$ cat src/hdl/irq_aggregator_pkg.sv
// constants and types for the two interrupt aggregation groups
package irq_aggregator_pkg;

    localparam int DATA_W = 32;
    localparam int ADDR_W = 8;

    localparam logic [ADDR_W-1:0] GROUP_A_LATCH_OFS  = 8'h64;
    localparam logic [ADDR_W-1:0] GROUP_A_ENABLE_OFS = 8'h68;
    localparam logic [ADDR_W-1:0] GROUP_A_RESULT_OFS = 8'h6C;
    localparam logic [ADDR_W-1:0] GROUP_B_LATCH_OFS  = 8'h78;

    localparam logic [DATA_W-1:0] GROUP_A_DEFINED = 32'h00FF_0007;
    localparam logic [DATA_W-1:0] GROUP_B_DEFINED = 32'h0007_03FF;
    localparam logic [DATA_W-1:0] ALL_ZERO        = 32'h0000_0000;

    localparam int NORMALIZE_BIT  = 31;
    localparam int DMA_BASE_BIT   = 16;
    localparam int DMA_CHANNELS   = 8;
    localparam int PM_CTL_BIT     = 0;
    localparam int PM_EN_BIT      = 1;
    localparam int PM_STS_BIT     = 2;
    localparam int PD_BIT         = 0;
    localparam int RST_BIT        = 1;
    localparam int ACC_ERR_BIT    = 2;
    localparam int CTX_EMPTY_BIT  = 3;
    localparam int CRX_FULL_BIT   = 4;
    localparam int FL_BUSY_BIT    = 5;
    localparam int FL_CMD_BIT     = 6;
    localparam int FL_PROT_BIT    = 7;
    localparam int FL_HAND_BIT    = 8;
    localparam int PWRGD_BIT      = 9;
    localparam int HTX_EMPTY_BIT  = 16;
    localparam int HRX_FULL_BIT   = 17;
    localparam int COMP_BIT       = 18;

    // register access from the controller
    typedef struct packed {
        logic              wrEn;
        logic              rdEn;
        logic [ADDR_W-1:0] addr;
        logic [DATA_W-1:0] wdata;
    } bus_req_t;

    // group a event sources
    typedef struct packed {
        logic                    pmControlTwoWritten;
        logic                    pmEnableTwoWritten;
        logic                    pmStatusTwoWritten;
        logic [DMA_CHANNELS-1:0] dmaDone;
    } group_a_src_t;

    // group b event sources, raw levels and strobes
    typedef struct packed {
        logic hostBusPowerdown_n;
        logic hostBusReset_n;
        logic hostAccessError;
        logic ctrlSerialTxEmpty;
        logic ctrlSerialRxFull;
        logic eflashBusyErr;
        logic eflashCmdErr;
        logic eflashProtErr;
        logic eflashHandoverIrq;
        logic mainPowerGoodIrq;
        logic hostSerialTxEmpty;
        logic hostSerialRxFull;
        logic companionIfIrq;
    } group_b_src_t;

    typedef struct packed {
        logic [DATA_W-1:0] latchA;
        logic [DATA_W-1:0] enableA;
        logic              normalizeHelperA;
        logic [DATA_W-1:0] latchB;
        logic [1:0]        pdSync;
        logic              pdPrev;
        logic [1:0]        rstSync;
        logic              rstPrev;
        logic [1:0]        pgSync;
        logic [DATA_W-1:0] rdata;
    } agg_state_t;

endpackage : irq_aggregator_pkg

$ cat src/hdl/irq_aggregator_groups_13_14.sv
// interrupt aggregation groups a and b with controller register access
// Operation
// every source bit has enable and result; here only group a has them, group b enable is tied to zero
// group a latch at 64h, write-one-clear
// group a enable at 68h, defined bits only
// result bits 30:0 read-only, bit 31 storage
// host pm register writes set bits 0-2
// dma channel 7..0 map to bits 16..23
// reserved bits never set, never wake
// group b latch at 78h, write-one-clear
// bit 0 follows host bus powerdown event
// bit 1 set on host bus reset assert
// bit 2 set on host access error
// bits 3,4 controller serial empty/full
// bits 5-7 flash busy/command/protect errors
// bit 8 flash handover interrupt from host
// bit 9 main power good from pin
// bits 16,17 host serial empty/full
// bit 18 companion interface interrupt
// all registers clear on system reset
// result is latch AND enable; irq ORs
`timescale 1ns/100ps
module irq_aggregator_groups_13_14
    import irq_aggregator_pkg::*;
(
    input  wire logic                              clk,
    input  wire logic                              rst_n,
    input  wire irq_aggregator_pkg::bus_req_t      busReq,
    output logic [irq_aggregator_pkg::DATA_W-1:0]  busRdata,
    input  wire irq_aggregator_pkg::group_a_src_t  groupASrc,
    input  wire irq_aggregator_pkg::group_b_src_t  groupBSrc,
    output logic                                   groupAIrq,
    output logic                                   groupAWake,
    output logic [irq_aggregator_pkg::DATA_W-1:0]  groupBEnable,
    output logic [irq_aggregator_pkg::DATA_W-1:0]  groupBLatch,
    output logic                                   groupBWake
);
    import irq_aggregator_pkg::*;

    // wake-capable group b positions
    localparam logic [DATA_W-1:0] GROUP_B_WAKE = 32'h0000_0203;

    agg_state_t stateReg;
    agg_state_t stateNext;

    logic [DATA_W-1:0] setA;
    logic [DATA_W-1:0] setB;
    logic [DATA_W-1:0] resultA;

    function automatic logic hit(input bus_req_t req, input logic [ADDR_W-1:0] ofs);
        hit = req.addr == ofs;
    endfunction : hit

    // group a event vector
    always_comb
    begin
        setA = ALL_ZERO;
        setA[PM_CTL_BIT] = groupASrc.pmControlTwoWritten;
        setA[PM_EN_BIT]  = groupASrc.pmEnableTwoWritten;
        setA[PM_STS_BIT] = groupASrc.pmStatusTwoWritten;
        for (int ch = 0; ch < DMA_CHANNELS; ch++)
        begin
            setA[DMA_BASE_BIT + DMA_CHANNELS - 1 - ch] = groupASrc.dmaDone[ch];
        end
        setA = setA & GROUP_A_DEFINED;
    end

    // group b event vector; pin levels use only the second sync stage
    always_comb
    begin
        setB = ALL_ZERO;
        // powerdown event taken as the falling edge of the active-low pin state
        setB[PD_BIT]        = stateReg.pdPrev & ~stateReg.pdSync[1];
        setB[RST_BIT]       = stateReg.rstPrev & ~stateReg.rstSync[1];
        setB[ACC_ERR_BIT]   = groupBSrc.hostAccessError;
        setB[CTX_EMPTY_BIT] = groupBSrc.ctrlSerialTxEmpty;
        setB[CRX_FULL_BIT]  = groupBSrc.ctrlSerialRxFull;
        setB[FL_BUSY_BIT]   = groupBSrc.eflashBusyErr;
        setB[FL_CMD_BIT]    = groupBSrc.eflashCmdErr;
        setB[FL_PROT_BIT]   = groupBSrc.eflashProtErr;
        setB[FL_HAND_BIT]   = groupBSrc.eflashHandoverIrq;
        setB[PWRGD_BIT]     = stateReg.pgSync[1];
        setB[HTX_EMPTY_BIT] = groupBSrc.hostSerialTxEmpty;
        setB[HRX_FULL_BIT]  = groupBSrc.hostSerialRxFull;
        setB[COMP_BIT]      = groupBSrc.companionIfIrq;
        setB = setB & GROUP_B_DEFINED;
    end

    assign resultA = stateReg.latchA & stateReg.enableA & GROUP_A_DEFINED;

    always_comb
    begin
        logic [DATA_W-1:0] clrA;
        logic [DATA_W-1:0] clrB;
        clrA = ALL_ZERO;
        clrB = ALL_ZERO;
        stateNext = stateReg;

        stateNext.pdSync  = {stateReg.pdSync[0], groupBSrc.hostBusPowerdown_n};
        stateNext.pdPrev  = stateReg.pdSync[1];
        stateNext.rstSync = {stateReg.rstSync[0], groupBSrc.hostBusReset_n};
        stateNext.rstPrev = stateReg.rstSync[1];
        stateNext.pgSync  = {stateReg.pgSync[0], groupBSrc.mainPowerGoodIrq};

        if (busReq.wrEn)
        begin
            if (hit(busReq, GROUP_A_LATCH_OFS))
            begin
                clrA = busReq.wdata & GROUP_A_DEFINED;
            end
            if (hit(busReq, GROUP_A_ENABLE_OFS))
            begin
                stateNext.enableA = busReq.wdata & GROUP_A_DEFINED;
            end
            if (hit(busReq, GROUP_A_RESULT_OFS))
            begin
                stateNext.normalizeHelperA = busReq.wdata[NORMALIZE_BIT];
            end
            if (hit(busReq, GROUP_B_LATCH_OFS))
            begin
                clrB = busReq.wdata & GROUP_B_DEFINED;
            end
        end

        // a new event wins over a clear in the same cycle
        stateNext.latchA = ((stateReg.latchA & ~clrA) | setA) & GROUP_A_DEFINED;
        stateNext.latchB = ((stateReg.latchB & ~clrB) | setB) & GROUP_B_DEFINED;

        stateNext.rdata = ALL_ZERO;
        if (busReq.rdEn)
        begin
            case (busReq.addr)
                GROUP_A_LATCH_OFS:  stateNext.rdata = stateReg.latchA;
                GROUP_A_ENABLE_OFS: stateNext.rdata = stateReg.enableA;
                GROUP_A_RESULT_OFS:
                begin
                    stateNext.rdata = resultA;
                    stateNext.rdata[NORMALIZE_BIT] = stateReg.normalizeHelperA;
                end
                GROUP_B_LATCH_OFS:  stateNext.rdata = stateReg.latchB;
                default:            stateNext.rdata = ALL_ZERO;
            endcase
        end
    end

    // registers sit on standby power; cleared only by system reset
    always_ff @(posedge clk or negedge rst_n)
    begin
        if (!rst_n)
        begin
            stateReg <= '0;
        end
        else
        begin
            stateReg <= stateNext;
        end
    end

    assign busRdata     = stateReg.rdata;
    assign groupAIrq    = |resultA;
    // no group a source is wake-capable
    assign groupAWake   = 1'b0;
    assign groupBLatch  = stateReg.latchB;
    // enable and result of group b live elsewhere; wake is offered unmasked
    assign groupBEnable = ALL_ZERO;
    assign groupBWake   = |(stateReg.latchB & GROUP_B_WAKE);

endmodule : irq_aggregator_groups_13_14

$ cat config.mk
export PLATFORM = sky130hd
export DESIGN_NAME = irq_aggregator_groups_13_14
export DESIGN_NICKNAME = d
export VERILOG_FILES = /design/src/hdl/irq_aggregator_pkg.sv /design/src/hdl/irq_aggregator_groups_13_14.sv
export SDC_FILE = /design/constraint.sdc
export NUM_CORES = 1
export LEC_CHECK = 0
export BUFFER_PORTS_ARGS = -buffer_cell sky130_fd_sc_hd__buf_4
export CORE_ASPECT_RATIO = 0.8
export CORE_MARGIN = 8
export CORE_UTILIZATION = 45
export DETAILED_ROUTE_END_ITERATION = 12
export HOLD_SLACK_MARGIN = 0.05
export PLACE_DENSITY = 0.79
export SLEW_MARGIN = 20
export SYNTH_ARGS = -nofsm -noshare
export SYNTH_HDL_FRONTEND = slang
export SYNTH_SLANG_ARGS = --single-unit
$ cat constraint.sdc
create_clock -name clk -period 2.75 [get_ports clk]
set_clock_uncertainty 0.1 [all_clocks]
set_input_delay 0.275 -clock clk [delete_from_list [all_inputs] [get_ports clk]]
set_output_delay 0.275 -clock clk [all_outputs]
set_load 0.01 [all_outputs]
==> qor.json <==
{
  "routed-via-count": {"value": 2155},
  "drt-wirelength-per-cell": {"value": 15.5, "unit": "um"},
  "global_route.usage.total": {"value": 0.146},
  "r2r-end": {"value": "busRdata[0]"},
  "ff2ff_setup_slack": {"value": 1.43, "unit": "ns"},
  "critical_path_type": {"value": "register to primary output"},
  "cp_max_stage_cell": {"value": "dfrtp_1"},
  "yosys_warnings": {"value": 0},
  "worst_skew_pair.late_latency": {"value": 0.34, "unit": "ns"},
  "avgSynthCellArea": {"value": 10.7, "unit": "um2"},
  "data_arrival_at_the_endpoint_of_the_critical_path": {"value": 1.68, "unit": "ns"},
  "fin_ws": {"value": 0.696, "unit": "ns"},
  "vdd_ir_drop_max": {"value": 0.268, "unit": "mV"},
  "final_antenna_net_count": {"value": 0},
  "synth-async-reset-ratio": {"value": 1.00},
  "grt_overflow_total": {"value": 0},
  "worstPathRequired": {"value": 2.38, "unit": "ns"},
  "post-route-period-util": {"value": 0.747},
  "timing.final.setup_violations": {"value": 0},
  "synth_enable_flop_cells": {"value": 0},
  "pin_count": {"value": 167},
  "wl": {"value": 7480, "unit": "um"},
  "whs_endpoint": {"value": "stateReg[92]"},
  "fp.coreArea": {"value": 6930, "unit": "um2"},
  "drt_drc_violations_left": {"value": 0},
  "slew-limit-headroom": {"value": 0.472},
  "post_synth_num_cell_types": {"value": 31},
  "cts_resized": {"value": 0},
  "grt_pass1_wl": {"value": 12100, "unit": "um"},
  "grt_start_max_net_pins": {"value": 64},
  "clock_path_buffers": {"value": 2},
  "max-cap-violations": {"value": 0},
  "clock_tree.root_cell": {"value": "clkbuf_8"},
  "fin_worst_hold_slack": {"value": 0.0690, "unit": "ns"},
  "timing.fmax": {"value": 487, "unit": "MHz"},
  "worstRegToRegCells": {"value": 4},
  "worstSetupEndpointType": {"value": "primary output"},
  "cts_sinks": {"value": 63},
  "die-height": {"value": 91.9, "unit": "um"},
  "r2r-start": {"value": "stateReg[105]"},
  "grt_setup_unrepaired": {"value": "false"},
  "vias_in_the_first_global_route": {"value": 2309},
  "dr.first_iter.drc_count": {"value": 152},
  "hold_start": {"value": "busReq[19]"},
  "initial_antenna_violation_count": {"value": 0},
  "cts_tree": {"value": "built"},
  "worst_hold_path.num_cells": {"value": 2},
  "post-dp-hpwl": {"value": 5690, "unit": "um"},
  "startpoint_type": {"value": "register"},
  "layout-drive-gt1-share": {"value": 0.305},
  "finalHoldViolCount": {"value": 0},
  "layout.filler_cells": {"value": 584},
  "final_cell_area": {"value": 3940, "unit": "um2"},
  "timing.critical_path.slowest_cell_delay": {"value": 0.40, "unit": "ns"},
  "yosys_register_bits": {"value": 63},
  "fp.dieW": {"value": 111, "unit": "um"},
  "synthesis.area": {"value": 3240, "unit": "um2"},
  "power.density": {"value": 490, "unit": "nW/um2"},
  "timing.final.crit_period": {"value": 2.05, "unit": "ns"},
  "placementRows": {"value": 27},
  "start_util": {"value": 0.468},
  "critical_path_peak_fanout": {"value": 3},
  "finish.net_count": {"value": 458},
  "setup-tns-final": {"value": 0, "unit": "ns"},
  "yosysSeqAreaShare": {"value": 0.486},
  "port_buffers": {"value": 88},
  "drt_first_pass_iters": {"value": 4},
  "maxSlewViolCount": {"value": 0},
  "status": {"value": "finished clean"},
  "placedInstanceArea": {"value": 3510, "unit": "um2"},
  "design.die.area": {"value": 10200, "unit": "um2"},
  "insertedDiodeCount": {"value": 0},
  "power_leakage": {"value": 1.96, "unit": "nW"},
  "area_growth_from_synthesis_to_layout": {"value": 21.6, "unit": "%"},
  "cts_made_buffers": {"value": 9},
  "cp_cell_sequence": {"value": "a22o_1 > a221oi_1 > and3_1 > nand2_1 > buf_4"},
  "timing.hold.worst.class": {"value": "primary input to register"},
  "cts.clk_slew.worst_paths": {"value": 0.07, "unit": "ns"},
  "dominantRegCellSynth": {"value": "dfrtp_1"},
  "detail_route.vias_per_cell": {"value": 4.48},
  "pre_cts_slack": {"value": 0.642, "unit": "ns"},
  "synth_cells": {"value": 303},
  "gp_routability_congestion": {"value": 0.782},
  "htreeDepth": {"value": 3},
  "worst-slew-pin-transition": {"value": 0.793, "unit": "ns"}
}
-- repair_timing --
item | CTS | global route
hold buffers | 25 | 0
hold endpoints to repair | 87 | 0
setup buffers | 0 | 0
-- synth_stat cells (5+ instances only) --
cell type | number | area [um2]
clkbuf_1 | 5 | 18.8
buf_4 | 97 | 728
nand2_1 | 26 | 97.6
a21oi_1 | 6 | 30.0
and3_1 | 9 | 56.3
o22ai_1 | 5 | 31.3
nor2_1 | 8 | 30.0
a21o_1 | 22 | 165
dfrtp_1 | 63 | 1580
mux2_4 | 10 | 150
inv_1 | 10 | 37.5
a2111oi_0 | 6 | 52.6
nor3_1 | 6 | 30.0
nor2b_1 | 6 | 37.5
-- critical path: cells and delay by family, from the launching register on --
family | cells | cell delay [ns]
AO/OA/AOI/OAI | 2 | 0.49
AND/OR/NAND/NOR | 2 | 0.30
flip-flops | 1 | 0.40
buffers and inverters | 1 | 0.16
-- worst max path at each step --
stage,slack [ns],start,endpoint
after floorplan,0.72,busReq[36],stateReg[73]
after global placement,0.66,busReq[36],stateReg[73]
after detailed placement,0.64,busReq[36],stateReg[75]
after CTS,0.71,stateReg[91],groupAIrq
after global routing,0.63,stateReg[91],groupAIrq
final,0.70,stateReg[91],groupAIrq
-- per-stage QoR --
stage	utilization	power, mW	std cells
after floorplan	-	1.13	367
after detailed placement	0.507	1.17	441
after global placement	0.507	1.16	441
final	0.569	1.93	481
after global routing	0.569	2.01	481
after CTS	0.569	1.95	481
-- routing by layer --
| layer | global-route usage | up-vias | share of wire |
|---|---|---|---|
| met2 | 0.235 | 106 | 0.49 |
| met3 | 0.0618 | 18 | 0.093 |
| met4 | 0.0550 | 0 | 0.020 |
| met5 | 0 | - | 0 |
| li1 | - | 1029 | - |
| met1 | 0.171 | 1002 | 0.40 |
-- logic make-up (layout without fill, tap and decap cells) --
| kind of cell | count (synthesis) | after routing | share of synthesized area |
|---|---|---|---|
| AOI/OAI and AO/OA | 46 | 46 | 0.105 |
| other | 1 | 65 | 0.00116 |
| DFF | 63 | 63 | 0.486 |
| and+or+nand+nor | 66 | 66 | 0.104 |
| buffers and inverters | 115 | 142 | 0.250 |
| muxes | 12 | 12 | 0.0533 |
-- area by class of cell --
class                   count  area, um2  share of cell area
clock buffers              11        131              0.0333
clock inverters             4       47.5              0.0121
inverters                  10       37.5             0.00952
multi-input cells         189       1100               0.279
flip-flops and latches     63       1580               0.400
well taps                  87        109              0.0276
repair buffers            117        941               0.239
-- registers in the layout, indices dropped and copies added, names as in the netlist --
name / cells
stateReg: 25
busRdata: 19
groupBLatch: 13
stateNext: 5
setB: 1
-- report_power, final --
group,leakage (nW),switching (mW),internal [mW]
logic,1.14,0.120,0.109
registers,0.734,0.00939,0.942
clock network,0.0892,0.340,0.411
-- cells in the final DEF, fill, tap and decap left out --
master         Yosys  layout
a2111oi_0          6       6
a21o_1            22      22
a21oi_1            6       6
a221oi_1           1       1
a222oi_1           1       1
a22o_1             3       3
a22oi_1            2       2
and3_1             9       9
buf_4             97      92
bufinv_16          0       1
clkbuf_1           5       2
clkbuf_8           0       9
clkinv_2           0       2
clkinvlp_4         0       1
conb_1             1      65
dfrtp_1           63      63
dlygate4sd3_1      0      25
inv_1             10      10
mux2_2             2       2
mux2_4            10      10
nand2_1           26      26
nand2b_1           1       1
nand3_1            1       1
nand3b_1           1       1
nand4b_1           1       1
nor2_1             8       8
nor2b_1            6       6
nor3_1             6       6
nor4_1             3       2
nor4_2             0       1
nor4b_1            1       1
o22ai_1            5       5
or3_1              1       1
or4_4              1       1
or4b_4             1       1
(Power assumes the default switching activity.)
